==> config.mk <==
export PLATFORM = sky130hd
export DESIGN_NAME = wlcs_top
export DESIGN_NICKNAME = d
export VERILOG_FILES = /design/src/hw/wlcs_pkg.sv /design/src/hw/wlcs_limit_cmp.sv /design/src/hw/wlcs_top.sv
export SDC_FILE = /design/constraint.sdc
export NUM_CORES = 1
export LEC_CHECK = 0
export BUFFER_PORTS_ARGS = -buffer_cell sky130_fd_sc_hd__buf_2
export CAP_MARGIN = 10
export CORE_ASPECT_RATIO = 0.75
export CORE_UTILIZATION = 50
export DETAILED_ROUTE_END_ITERATION = 16
export GPL_ROUTABILITY_DRIVEN = 0
export PLACE_DENSITY = 0.75
export SLEW_MARGIN = 40
export SYNTH_ARGS = -nofsm -noshare
export SYNTH_HDL_FRONTEND = slang
export SYNTH_HIERARCHICAL = 1
export SYNTH_SLANG_ARGS = --single-unit
==> constraint.sdc <==
create_clock -name mclk -period 2.5 [get_ports mclk]
set_input_delay 0.375 -clock mclk [delete_from_list [all_inputs] [get_ports mclk]]
set_output_delay 0.375 -clock mclk [all_outputs]
set_load 0.03 [all_outputs]
==> src/hw/wlcs_pkg.sv <==
// Package: command codes, field layouts and reset values of the limit bank
package wlcs_pkg;

    // ========================================================================
    // Command codes seen on the register port
    // ========================================================================
    localparam logic [7:0] CMD_CLEAR_FAULTS = 8'h03;
    localparam logic [7:0] CMD_CAPABILITY   = 8'h19;
    localparam logic [7:0] CMD_OC_LIMIT     = 8'h4A;
    localparam logic [7:0] CMD_OV_LIMIT     = 8'h57;
    localparam logic [7:0] CMD_UV_LIMIT     = 8'h58;
    localparam logic [7:0] CMD_OP_LIMIT     = 8'h6B;
    localparam logic [7:0] CMD_STATUS_BYTE  = 8'h78;
    localparam logic [7:0] CMD_STATUS_WORD  = 8'h79;
    localparam logic [7:0] CMD_STATUS_OUT   = 8'h7B;
    localparam logic [7:0] CMD_STATUS_IN    = 8'h7C;
    localparam logic [7:0] CMD_ALERT_MASK   = 8'hD2;

    // ========================================================================
    // Constant values, reset values and writable-field masks
    // ========================================================================
    localparam logic [7:0]  CAPABILITY_VAL = 8'hB0;
    localparam logic [15:0] RST_OC_LIMIT   = 16'h7FF8;
    localparam logic [15:0] RST_OV_LIMIT   = 16'h7FF8;
    localparam logic [15:0] RST_UV_LIMIT   = 16'h0000;
    localparam logic [15:0] RST_OP_LIMIT   = 16'hFFF0;
    localparam logic [7:0]  RST_ALERT_MASK = 8'hF0;
    localparam logic [15:0] FLD_MID_LIMIT  = 16'h7FF8;  // Field in 14:3
    localparam logic [15:0] FLD_TOP_LIMIT  = 16'hFFF0;  // Field in 15:4

    // ========================================================================
    // Bit positions in the status and mask registers
    // ========================================================================
    localparam int SB_OTHER = 0;   // Status byte summary bit
    localparam int SW_OUT   = 14;  // Status word output bit
    localparam int SW_IN    = 13;  // Status word input bit
    localparam int SO_OC    = 5;   // Output status overcurrent
    localparam int SI_OV    = 6;   // Input status overvoltage
    localparam int SI_UV    = 5;   // Input status undervoltage
    localparam int SI_OC    = 1;   // Input status overcurrent
    localparam int SI_OP    = 0;   // Input status overpower

    // Index of each limit trip, and of each latched flag
    localparam int TRIP_OC = 0;
    localparam int TRIP_OV = 1;
    localparam int TRIP_UV = 2;
    localparam int TRIP_OP = 3;
    localparam int FLG_OUT_OC = 0;
    localparam int FLG_IN_OC  = 1;
    localparam int FLG_OV     = 2;
    localparam int FLG_UV     = 3;
    localparam int FLG_OP     = 4;
    localparam int NUM_FLAGS  = 5;

    // ========================================================================
    // Carriers
    // ========================================================================
    typedef struct packed {
        logic        cur_vld;   // New current reading
        logic [15:0] cur;       // Signed current reading
        logic        vbus_vld;  // New bus voltage reading
        logic [15:0] vbus;      // Bus voltage reading
        logic        pwr_vld;   // New power value
        logic [15:0] pwr;       // Power value
    } wlcs_meas_s;

    typedef struct packed {
        logic        vld;       // Command strobe
        logic        wr;        // 1 write, 0 read
        logic [7:0]  code;      // Command code
        logic [15:0] wdata;     // Write data
    } wlcs_cmd_s;

    typedef struct packed {
        logic [15:0] oc;
        logic [15:0] ov;
        logic [15:0] uv;
        logic [15:0] op;
    } wlcs_lim_s;

endpackage

==> src/hw/wlcs_limit_cmp.sv <==
// Limit comparators: one registered trip pulse per fresh measurement
`timescale 1ns/100ps

module wlcs_limit_cmp
    import wlcs_pkg::*;
(
    input  wire logic       mclk,     // 10 MHz clock
    input  wire logic       rst,      // Synchronous reset
    input  wire logic       ce,       // Clock enable
    input  wire wlcs_meas_s meas,     // Measurements with valids
    input  wire wlcs_lim_s  lim,      // Stored limits
    output logic [3:0]      trip_r    // One-cycle trip pulses
);

    // ========================================================================
    // Magnitude of the signed current
    // ========================================================================
    // Seventeen bits so that the most negative code still compares right
    wire logic [16:0] cur_mag = meas.cur[15]
        ? (17'h1FFFF ^ {1'b1, meas.cur}) + 17'h00001
        : {1'b0, meas.cur};

    // ========================================================================
    // Comparisons, gated by the valid of the matching reading
    // ========================================================================
    wire logic oc_hit = meas.cur_vld
        & (cur_mag > {1'b0, lim.oc});
    wire logic ov_hit = meas.vbus_vld & (meas.vbus > lim.ov);
    wire logic uv_hit = meas.vbus_vld & (meas.vbus < lim.uv);
    wire logic op_hit = meas.pwr_vld & (meas.pwr > lim.op);
    wire logic [3:0] trip_nxt = {op_hit, uv_hit, ov_hit, oc_hit};

    // Trip pulses last one cycle; evaluated only on new results
    always_ff @(posedge mclk)
    begin
        if (rst)
            trip_r <= 4'h0;
        else if (ce)
            trip_r <= trip_nxt;
    end

endmodule

==> src/hw/wlcs_top.sv <==
// Warning limit bank: limits, compare, latched status flags and alert pin
`timescale 1ns/100ps

module wlcs_top
    import wlcs_pkg::*;
(
    input  wire logic       mclk,        // 10 MHz clock
    input  wire logic       rst,         // Synchronous reset, high
    input  wire logic       ce,          // Clock enable, freezes all
    input  wire wlcs_cmd_s  cmd,         // Command from protocol engine
    input  wire wlcs_meas_s meas,        // Fresh measurements
    output logic [15:0]     rd_data_r,   // Read answer
    output logic            rd_vld_r,    // Read answer strobe
    output logic            cmd_bad_r,   // Unsupported command pulse
    output logic            alert_o_r,   // Alert pin output level
    output logic            alert_oe_r   // Alert pin pulls low when high
);

    // ========================================================================
    // Command decode
    // ========================================================================
    function automatic logic hit(input wlcs_cmd_s c, input logic [7:0] code,
                                 input logic wr);
        hit = c.vld & (c.wr == wr) & (c.code == code);
    endfunction

    wire logic wr_oc   = hit(cmd, CMD_OC_LIMIT, 1'b1);
    wire logic wr_ov   = hit(cmd, CMD_OV_LIMIT, 1'b1);
    wire logic wr_uv   = hit(cmd, CMD_UV_LIMIT, 1'b1);
    wire logic wr_op   = hit(cmd, CMD_OP_LIMIT, 1'b1);
    wire logic wr_mask = hit(cmd, CMD_ALERT_MASK, 1'b1);
    wire logic wr_sout = hit(cmd, CMD_STATUS_OUT, 1'b1);
    wire logic wr_sin  = hit(cmd, CMD_STATUS_IN, 1'b1);
    wire logic clr_all = hit(cmd, CMD_CLEAR_FAULTS, 1'b1);
    wire logic rd_req  = cmd.vld & ~cmd.wr;

    // ========================================================================
    // Limit and mask registers
    // ========================================================================
    logic [15:0] oc_lim_r;
    logic [15:0] ov_lim_r;
    logic [15:0] uv_lim_r;
    logic [15:0] op_lim_r;
    logic [7:0]  mask_r;
    wlcs_lim_s   lim;

    // Reserved bits are dropped at the write, so they always read zero
    wire logic [15:0] oc_lim_nxt = wr_oc ? (cmd.wdata & FLD_MID_LIMIT)
                                         : oc_lim_r;
    wire logic [15:0] ov_lim_nxt = wr_ov ? (cmd.wdata & FLD_MID_LIMIT)
                                         : ov_lim_r;
    wire logic [15:0] uv_lim_nxt = wr_uv ? (cmd.wdata & FLD_MID_LIMIT)
                                         : uv_lim_r;
    wire logic [15:0] op_lim_nxt = wr_op ? (cmd.wdata & FLD_TOP_LIMIT)
                                         : op_lim_r;
    wire logic [7:0]  mask_nxt   = wr_mask ? cmd.wdata[7:0] : mask_r;

    // Limit words update on a word write of their own code
    always_ff @(posedge mclk)
    begin
        if (rst)
        begin
            oc_lim_r <= RST_OC_LIMIT;
            ov_lim_r <= RST_OV_LIMIT;
            uv_lim_r <= RST_UV_LIMIT;
            op_lim_r <= RST_OP_LIMIT;
            mask_r   <= RST_ALERT_MASK;
        end
        else if (ce)
        begin
            oc_lim_r <= oc_lim_nxt;
            ov_lim_r <= ov_lim_nxt;
            uv_lim_r <= uv_lim_nxt;
            op_lim_r <= op_lim_nxt;
            mask_r   <= mask_nxt;
        end
    end

    assign lim = '{oc: oc_lim_r, ov: ov_lim_r, uv: uv_lim_r, op: op_lim_r};

    // ========================================================================
    // Comparators
    // ========================================================================
    logic [3:0] trip;

    wlcs_limit_cmp u_cmp
    (
        .mclk   (mclk),
        .rst    (rst),
        .ce     (ce),
        .meas   (meas),
        .lim    (lim),
        .trip_r (trip)
    );

    // ========================================================================
    // Latched warning flags
    // ========================================================================
    logic [NUM_FLAGS-1:0] flag_r;
    logic [NUM_FLAGS-1:0] flag_set;
    logic [NUM_FLAGS-1:0] flag_w1c;
    logic [NUM_FLAGS-1:0] flag_mask;
    logic [NUM_FLAGS-1:0] flag_nxt;

    // One overcurrent trip lands in both the output and input flags
    assign flag_set[FLG_OUT_OC] = trip[TRIP_OC];
    assign flag_set[FLG_IN_OC]  = trip[TRIP_OC];
    assign flag_set[FLG_OV]     = trip[TRIP_OV];
    assign flag_set[FLG_UV]     = trip[TRIP_UV];
    assign flag_set[FLG_OP]     = trip[TRIP_OP];

    // Write-one-to-clear, bit positions as the status registers show them
    assign flag_w1c[FLG_OUT_OC] = wr_sout & cmd.wdata[SO_OC];
    assign flag_w1c[FLG_IN_OC]  = wr_sin & cmd.wdata[SI_OC];
    assign flag_w1c[FLG_OV]     = wr_sin & cmd.wdata[SI_OV];
    assign flag_w1c[FLG_UV]     = wr_sin & cmd.wdata[SI_UV];
    assign flag_w1c[FLG_OP]     = wr_sin & cmd.wdata[SI_OP];

    // Both overcurrent flags share the one overcurrent mask bit
    assign flag_mask[FLG_OUT_OC] = mask_r[SI_OC];
    assign flag_mask[FLG_IN_OC]  = mask_r[SI_OC];
    assign flag_mask[FLG_OV]     = mask_r[SI_OV];
    assign flag_mask[FLG_UV]     = mask_r[SI_UV];
    assign flag_mask[FLG_OP]     = mask_r[SI_OP];

    // A trip in the same cycle as a clear wins, so no event is lost
    genvar gi;
    generate
        for (gi = 0; gi < NUM_FLAGS; gi++)
        begin : g_flag
            assign flag_nxt[gi] = flag_set[gi]
                | (flag_r[gi] & ~(clr_all | flag_w1c[gi]));
        end
    endgenerate

    // Flags hold until the host clears them
    always_ff @(posedge mclk)
    begin
        if (rst)
            flag_r <= '0;
        else if (ce)
            flag_r <= flag_nxt;
    end

    // ========================================================================
    // Status views built from the flags
    // ========================================================================
    wire logic other_warning_summary = flag_r[FLG_OUT_OC] | flag_r[FLG_IN_OC]
        | flag_r[FLG_OV] | flag_r[FLG_UV];
    wire logic out_any = flag_r[FLG_OUT_OC];
    wire logic in_any  = flag_r[FLG_IN_OC] | flag_r[FLG_OV]
        | flag_r[FLG_UV] | flag_r[FLG_OP];

    logic [7:0]  status_byte;
    logic [15:0] status_word;
    logic [7:0]  output_side_status;
    logic [7:0]  input_side_status;

    always_comb
    begin
        status_byte               = 8'h00;
        status_byte[SB_OTHER]     = other_warning_summary;
        status_word               = {8'h00, status_byte};
        status_word[SW_OUT]       = out_any;
        status_word[SW_IN]        = in_any;
        output_side_status        = 8'h00;
        output_side_status[SO_OC] = flag_r[FLG_OUT_OC];
        input_side_status         = 8'h00;
        input_side_status[SI_OV]  = flag_r[FLG_OV];
        input_side_status[SI_UV]  = flag_r[FLG_UV];
        input_side_status[SI_OC]  = flag_r[FLG_IN_OC];
        input_side_status[SI_OP]  = flag_r[FLG_OP];
    end

    // ========================================================================
    // Read mux
    // ========================================================================
    logic [15:0] rd_mux;
    logic        known;

    // Byte-wide registers sit in the low byte, high byte zero
    always_comb
    begin
        known  = 1'b1;
        rd_mux = 16'h0000;
        unique case (cmd.code)
            CMD_CAPABILITY:  rd_mux = {8'h00, CAPABILITY_VAL};
            CMD_OC_LIMIT:    rd_mux = oc_lim_r;
            CMD_OV_LIMIT:    rd_mux = ov_lim_r;
            CMD_UV_LIMIT:    rd_mux = uv_lim_r;
            CMD_OP_LIMIT:    rd_mux = op_lim_r;
            CMD_STATUS_BYTE: rd_mux = {8'h00, status_byte};
            CMD_STATUS_WORD: rd_mux = status_word;
            CMD_STATUS_OUT:  rd_mux = {8'h00, output_side_status};
            CMD_STATUS_IN:   rd_mux = {8'h00, input_side_status};
            CMD_ALERT_MASK:  rd_mux = {8'h00, mask_r};
            default:         known  = 1'b0;
        endcase
    end

    wire logic wr_known = wr_oc | wr_ov | wr_uv | wr_op | wr_mask
        | wr_sout | wr_sin | clr_all;
    wire logic bad_nxt = cmd.vld & (cmd.wr ? ~wr_known : ~known);

    // Answer one cycle after the request; unknown codes read zero
    always_ff @(posedge mclk)
    begin
        if (rst)
        begin
            rd_data_r <= 16'h0000;
            rd_vld_r  <= 1'b0;
            cmd_bad_r <= 1'b0;
        end
        else if (ce)
        begin
            rd_data_r <= rd_req ? rd_mux : rd_data_r;
            rd_vld_r  <= rd_req;
            cmd_bad_r <= bad_nxt;
        end
    end

    // ========================================================================
    // Alert pin
    // ========================================================================
    // Masked flags still latch; they just do not pull the pin
    wire logic alert_nxt = |(flag_nxt & ~flag_mask);

    // Open-drain: output level is always low, only the enable moves
    always_ff @(posedge mclk)
    begin
        if (rst)
        begin
            alert_oe_r <= 1'b0;
            alert_o_r  <= 1'b0;
        end
        else if (ce)
        begin
            alert_oe_r <= alert_nxt;
            alert_o_r  <= 1'b0;
        end
    end
endmodule

==> results of run 1 <==
-- cells by family (layout without fill, tap and decap cells) --
group	count (synthesis)	after routing
buffers and inverters	103	208
and+or+nand+nor	237	237
xor gates and xnor gates	13	13
other	1	17
muxes	13	13
AOI/OAI and AO/OA	178	178
DFF	84	84
adders and majority gates	64	64
-- final cells by class --
| class | count | share of cell area [%] |
|---|---|---|
| Multi-Input combinational cell | 522 | 54.92 |
| Sequential cell | 84 | 24.25 |
| Timing Repair Buffer | 124 | 9.977 |
| Inverter | 69 | 3.734 |
| Clock buffer | 9 | 3.247 |
| Tap cell | 157 | 2.832 |
| Clock inverter | 6 | 1.046 |
-- cells in the final DEF, fill, tap and decap left out, drive strengths merged, types with 21 or more instances in the layout --
cell type,netlist,final
a22oi,21,21
buf,24,124
a21oi,36,36
nor2,30,30
o21ai,29,29
ha,64,64
dfxtp,84,84
a211o,28,28
nor2b,31,31
nand2,64,64
inv,69,72
-- per-stage QoR --
step                power (mW)  util [%]  cells  cell area [sq um]  setup TNS, ns
finish                   3.156     61.98    971               6935        -0.1974
detailed placement       1.801     58.96    953               6598        -0.5616
global route             3.269     61.98    971               6935        -0.2649
CTS                      3.147     61.87    970               6923        -0.1615
floorplan                1.620         -    709               5961        -0.1449
global placement         1.781     58.94    953               6595        -0.3900
-- worst max path at each step --
stage,from,to,depth (start not counted)
floorplan,meas[40],u_cmp/trip_r[0],11
global placement,meas[40],u_cmp/trip_r[0],12
detailed placement,meas[40],u_cmp/trip_r[0],12
CTS,meas[40],u_cmp/trip_r[0],12
global route,meas[40],u_cmp/trip_r[0],12
finish,meas[40],u_cmp/trip_r[0],13
-- power breakdown --
group          leakage (nW)  internal, mW  switching, mW
sequential            0.679          1.34        0.00544
combinational          2.42         0.184          0.257
clock                 0.143         0.781          0.585
-- routing by layer --
layer  GRT usage [%]  part of all wire [%]  up-vias
met2           48.95                    44      316
met3           7.949                    10       39
met1           38.80                    44     2799
li1                -                     -     2757
met4           8.631                   1.9        0
met5               0                     0        -
-- cell usage after synthesis, types with 13 or more instances --
master / number
xnor2_1: 13
nand3_1: 20
a211o_1: 28
a21oi_1: 36
o21ai_0: 26
nor2_1: 30
ha_1: 64
nand4_1: 18
nand3b_1: 13
dfxtp_1: 84
a22oi_1: 21
nand2_1: 64
inv_1: 69
nor2b_1: 30
-- repair_timing --
item	4_1_cts	5_1_grt
pin swaps	1	2
cloned	0	0
endpoints found under the setup margin	1	1
resized for setup	2	1
setup buffers	2	1
-- worst max-delay path: stages --
cell	delay, ns
buf_6	0.09
or4_4	0.56
nor3_4	0.15
nand2b_1	0.13
buf_4	0.16
o31ai_2	0.23
xnor2_1	0.09
ha_1	0.31
nand3_2	0.12
nor4_2	0.25
nand4_1	0.15
a32oi_1	0.24
a31oi_1	0.06
-- flip-flops by register name, summed over array words and instances, names as in the netlist --
| name | cells |
|---|---|
| oc_lim_r | 12 |
| rd_data_r | 16 |
| cmd_bad_r | 1 |
| u_cmp/trip_r | 4 |
| alert_oe_r | 1 |
| uv_lim_r | 12 |
| rd_vld_r | 1 |
| ov_lim_r | 12 |
| flag_r | 5 |
| op_lim_r | 12 |
| mask_r | 8 |
==> impl_metrics.py, run 1 <==
metrics = {
    "clock_tree": {
        "cts.sinks": 84,
        "hold_buffers": 0,
        "htreeDepth": 3,
        "path_clk_slew_ns": 0.07,
        "clkLatencyLatePin_ns": 0.35,
        "cts_tree": "built",
        "clock_path_buffers": 2,
        "cts_inserted_buffers": 9,
        "cts_root_buf": "clkbuf_16",
    },
    "cells_and_area": {
        "register_area_sq_um": 1682,
        "nNetsFinal": 954,
        "n_antenna_cell": 0,
        "multi_input_comb_area_sq_um": 3809,
        "drive_gt1_share_pct": 20.27,
        "nFillCells": 972,
        "syn2layout_area_growth_pct": 17.66,
    },
    "synth": {
        "postSynthCellCount": 693,
        "yosys-top-cells-area": "dfxtp_1 (29%), ha_1 (14%), inv_1 (4.4%)",
        "synth-simple-area-share_pct": 23.20,
        "synthXorXnorAreaFrac_pct": 1.932,
        "synth_fa_ha_area_share_pct": 13.59,
        "avgSynthCellArea_sq_um": 8.506,
        "ys_warn_count": 6,
        "synth_top_area_share_pct": 28.53,
        "post_synth_num_cell_types": 77,
        "synthMuxAreaShare_pct": 2.229,
        "ys.flop_type": "dfxtp_1",
        "ys_seq_area_share_pct": 28.53,
        "synth_edf_count": 0,
        "ys_ff_latch": 84,
        "syn-cell-area_sq_um": 5894,
        "yosys.area.top_type": "dfxtp_1",
        "synth_compound_area_share_pct": 22.25,
        "synthArstFlopShare_pct": 0,
        "synth_top_family_by_area": "simple AND/OR/NAND/NOR gates",
    },
    "sta": {
        "drv_slew": 0,
        "finalCritPeriodShare_pct": 107.9,
        "skew_ns": 0.007974,
        "fin_ws_ns": -0.1974,
        "setup_viol": 1,
        "holdWs_ns": 0.2448,
        "slew_headroom_pct": 54.16,
        "rsz0062_at_grt": "true",
        "fin_crit_ns": 2.697,
        "tightest_slew_ns": 0.6824,
        "timing.fmax_ghz": 0.3707,
        "finalHoldViolCount": 0,
    },
    "floorplan": {
        "rows": 33,
        "io_pins": 100,
        "initial_utilization_pct": 52.68,
        "die_x_um": 127.4,
        "coreArea_sq_um": 11190,
        "die-area_sq_um": 12230,
        "die_height_um": 96.03,
    },
    "setup_path": {
        "r2r_end": "u_cmp/trip_r[3]",
        "crit_fanout": 3,
        "r2r_cells": 6,
        "worstSetupStartpointType": "input pin",
        "worstPathArrival_ns": 2.92,
        "crit_path_end_kind": "flop",
        "crit_type": "in2reg",
        "r2r-start": "op_lim_r[15]",
        "rrSetupSlack_ns": 0.42,
        "required_ns": 2.73,
    },
    "place": {
        "portBuffers": 98,
        "dp_hpwl_um": 13600,
        "post-place-ws_ns": -0.5616,
    },
    "min_path": {
        "hold_depth": 2,
        "min_to": "op_lim_r[15]",
        "hp-class": "in2reg",
        "hp-start": "cmd[15]",
    },
    "global_routing": {
        "grt_usage_pct": 29.88,
        "grt_pass1_vias": 5632,
        "grt_first_pass_wirelength_um": 27950,
        "grt_overflow": 0,
        "grt_start_max_net_pins": 55,
        "antenna_found_initial": 1,
    },
    "power_and_ir_drop": {
        "peakVddDrop_mv": 0.3638,
        "power.density_nw_per_um2": 455.1,
        "leakagePower_nw": 3.238,
    },
    "drt": {
        "dr.pass1.iters": 6,
        "wl_per_cell_um": 18.19,
        "drtIter0Drc": 589,
        "finalWirelength_um": 17660,
        "ant_nets": 0,
        "vias_per_cell": 6.088,
        "drc": 0,
        "vias": 5911,
    },
    "outcome": {
        "violations": "setup timing",
        "outcome": "finished, violations left",
    },
    "flow_run": {
        "maxCapViolations": 0,
    },
}
Power figures use the tool's default switching activity.
==> run 2, diff against run 1 <==
--- a/config.mk
+++ b/config.mk
@@ -8,9 +8,12 @@
 export BUFFER_PORTS_ARGS = -buffer_cell sky130_fd_sc_hd__buf_2
 export CAP_MARGIN = 10
 export CORE_ASPECT_RATIO = 0.75
+export CORE_MARGIN = 8
 export CORE_UTILIZATION = 50
 export DETAILED_ROUTE_END_ITERATION = 16
 export GPL_ROUTABILITY_DRIVEN = 0
+export GPL_TIMING_DRIVEN = 0
+export HOLD_SLACK_MARGIN = 0.05
 export PLACE_DENSITY = 0.75
 export SLEW_MARGIN = 40
 export SYNTH_ARGS = -nofsm -noshare
==> run 2 against run 1 <==
Compared with the run above:
- utilization fell by 1.7 points
- clock-buffer cell count unchanged
- power is 3.9% lower
- largest power group is now registers
- global-route usage decreased by 6.2 points
- the flow still finishes with violations (setup timing)
- sequential cell count is the same
- largest cell class unchanged
- non-clock buffer count increased by 6
- sequential power about the same
- routed wire length rose by 4.9%
- sequential share of layout area down 0.061 points
==> impl_metrics.py, run 2 (synthesized netlist as in run 1, its figures left out) <==
metrics = {
    "drt": {
        "finalWirelength_um": 18520,
        "wl_met1_um": 7734,
        "top_layer": "met5",
        "dr_wl_met3_um": 2299,
        "wl_met2_um": 8077,
        "drc": 0,
        "ant_nets": 0,
        "dr.pass1.iters": 5,
        "vias_per_cell": 6.001,
        "drtIter0Drc": 646,
        "wl_per_cell_um": 18.84,
        "vias": 5899,
    },
    "clock_tree": {
        "cts_root_buf": "clkbuf_16",
        "postCtsSetupRepairBufs": 0,
        "cts_inserted_buffers": 9,
        "clkLatencyLatePin_ns": 0.34,
        "path_clk_slew_ns": 0.06,
        "cts_tree": "built",
        "clock_path_buffers": 2,
        "htreeDepth": 3,
        "cts.sinks": 84,
        "hold_buffers": 0,
    },
    "sta": {
        "tightest_slew_ns": 0.7484,
        "skew_ns": 0.005215,
        "timing.fmax_ghz": 0.3872,
        "slew_headroom_pct": 49.92,
        "rsz0062_at_grt": "true",
        "finalCritPeriodShare_pct": 103.3,
        "fin_setup_tns_ns": -0.08237,
        "finalHoldViolCount": 0,
        "setup_viol": 1,
        "drv_slew": 0,
        "fin_crit_ns": 2.582,
        "fin_ws_ns": -0.08237,
    },
    "setup_path": {
        "required_ns": 2.72,
        "crit_type": "in2reg",
        "r2r-start": "op_lim_r[15]",
        "crit_slowest_cell": "or4_4",
        "worstPathArrival_ns": 2.80,
        "crit_path_end_kind": "flop",
        "crit_chain": "buf_6 -> or4_4 -> nor3_4 -> nand2b_1 -> o31ai_2 -> xnor2_1 -> ha_1 -> nand3_2 -> nor4_4 -> nand4_1 -> a32oi_1 -> a31oi_1",
        "critical-path-max-stage-delay_ns": 0.56,
        "crit_fanout": 3,
        "startpoint": "meas[40]",
        "worstSetupStartpointType": "input pin",
    },
    "floorplan": {
        "rows": 34,
        "die_height_um": 110.0,
        "die_x_um": 141.4,
        "initial_utilization_pct": 51.13,
        "die-area_sq_um": 15560,
        "coreArea_sq_um": 11530,
        "io_pins": 100,
    },
    "global_routing": {
        "grt_pass1_vias": 5794,
        "antenna_found_initial": 1,
        "grt_usage_pct": 23.64,
        "grt_overflow": 0,
        "grt_first_pass_wirelength_um": 29140,
        "grt_start_max_net_pins": 16,
    },
    "place": {
        "placed_cell_area_sq_um": 6644,
        "dp_hpwl_um": 14950,
        "portBuffers": 96,
    },
    "power_and_ir_drop": {
        "power.density_nw_per_um2": 436.3,
        "leakagePower_nw": 3.231,
        "peakVddDrop_mv": 0.2936,
    },
    "cells_and_area": {
        "nFillCells": 1017,
        "drive_gt1_share_pct": 19.49,
        "largest_register_ffs": 16,
        "largest-register": "rd_data_r",
        "nNetsFinal": 960,
        "n_antenna_cell": 0,
        "final_area_sq_um": 6953,
        "syn2layout_area_growth_pct": 17.96,
        "final_common_cell": "buf_2",
        "finalCoreUtilization_pct": 60.31,
        "final_cell_mix": "buf_2 (103), dfxtp_1 (84), inv_1 (69)",
    },
    "outcome": {
        "outcome": "finished, violations left",
        "violations": "setup timing",
    },
    "min_path": {
        "hp-start": "cmd[15]",
        "hp-class": "in2reg",
    },
    "flow_run": {
        "maxCapViolations": 0,
    },
}
-- run 2: changes by cell type in the layout (fill, tap and decap cells not counted), moves of 2 or more --
| cell | change |
|---|---|
| clkinv_2 | +2 |
| buf_2 | +6 |
| clkbuf_1 | +10 |
| buf_4 | -21 |
| buf_6 | +10 |
-- run 2: worst paths after layout --
| path | cells after the start | slack, ns | to |
|---|---|---|---|
| worst min register to register | 2 | 0.46 | mask_r[3] |
| worst max-delay path | 12 | -0.08 | u_cmp/trip_r[0] |
| worst max register to register | 6 | 0.47 | u_cmp/trip_r[3] |
| worst min-delay path | 2 | 0.28 | op_lim_r[15] |
-- run 2: critical path: cells and delay by family --
| kind | cells | cell delay [ns] |
|---|---|---|
| adders and majority gates | 1 | 0.32 |
| xor gates and xnor gates | 1 | 0.13 |
| and+or+nand+nor | 6 | 1.40 |
| buffers and inverters | 1 | 0.09 |
| AOI/OAI and AO/OA | 3 | 0.48 |
-- run 2: stage by stage --
| stage | hold WS (ns) | std cells | total power, mW | worst slack (ns) |
|---|---|---|---|---|
| final | 0.2767 | 983 | 3.034 | -0.08237 |
| after global placement | 0.4414 | 967 | 1.778 | -0.4827 |
| after floorplan | 0.4261 | 709 | 1.620 | -0.1449 |
| after global routing | 0.2694 | 983 | 3.134 | -0.2668 |
| after CTS | 0.2664 | 983 | 3.030 | -0.1617 |
| after detailed placement | 0.4470 | 967 | 1.798 | -0.5458 |
-- run 2: final cells by class --
type                            instances  area, sq um  area share (%)
Sequential cell                        84         1682           24.19
Multi-Input combinational cell        522         3815           54.87
Timing Repair Buffer                   96        493.0           7.090
Buffer                                 34        225.2           3.239
Clock buffer                            9        225.2           3.239
Inverter                               69        259.0           3.725
Clock inverter                          7        51.30          0.7378
Tap cell                              162        202.7           2.915
-- run 2: routing by layer --
layer	GRT usage [%]	vias up
li1	-	2754
met1	29.19	2790
met2	37.80	316
met3	9.682	37
met4	6.417	2
met5	0	-
-- run 2: power breakdown --
group / switching [mW] / internal (mW) / total [mW]
combinational: 0.261 / 0.176 / 0.437
clock: 0.569 / 0.678 / 1.25
sequential: 0.00568 / 1.34 / 1.35
total: 0.836 / 2.20 / 3.03
-- run 2: repair_timing --
item | 4_1_cts | 5_1_grt
endpoints found under the setup margin | 1 | 1
gates resized for setup | 4 | 2
pin swaps | 0 | 2
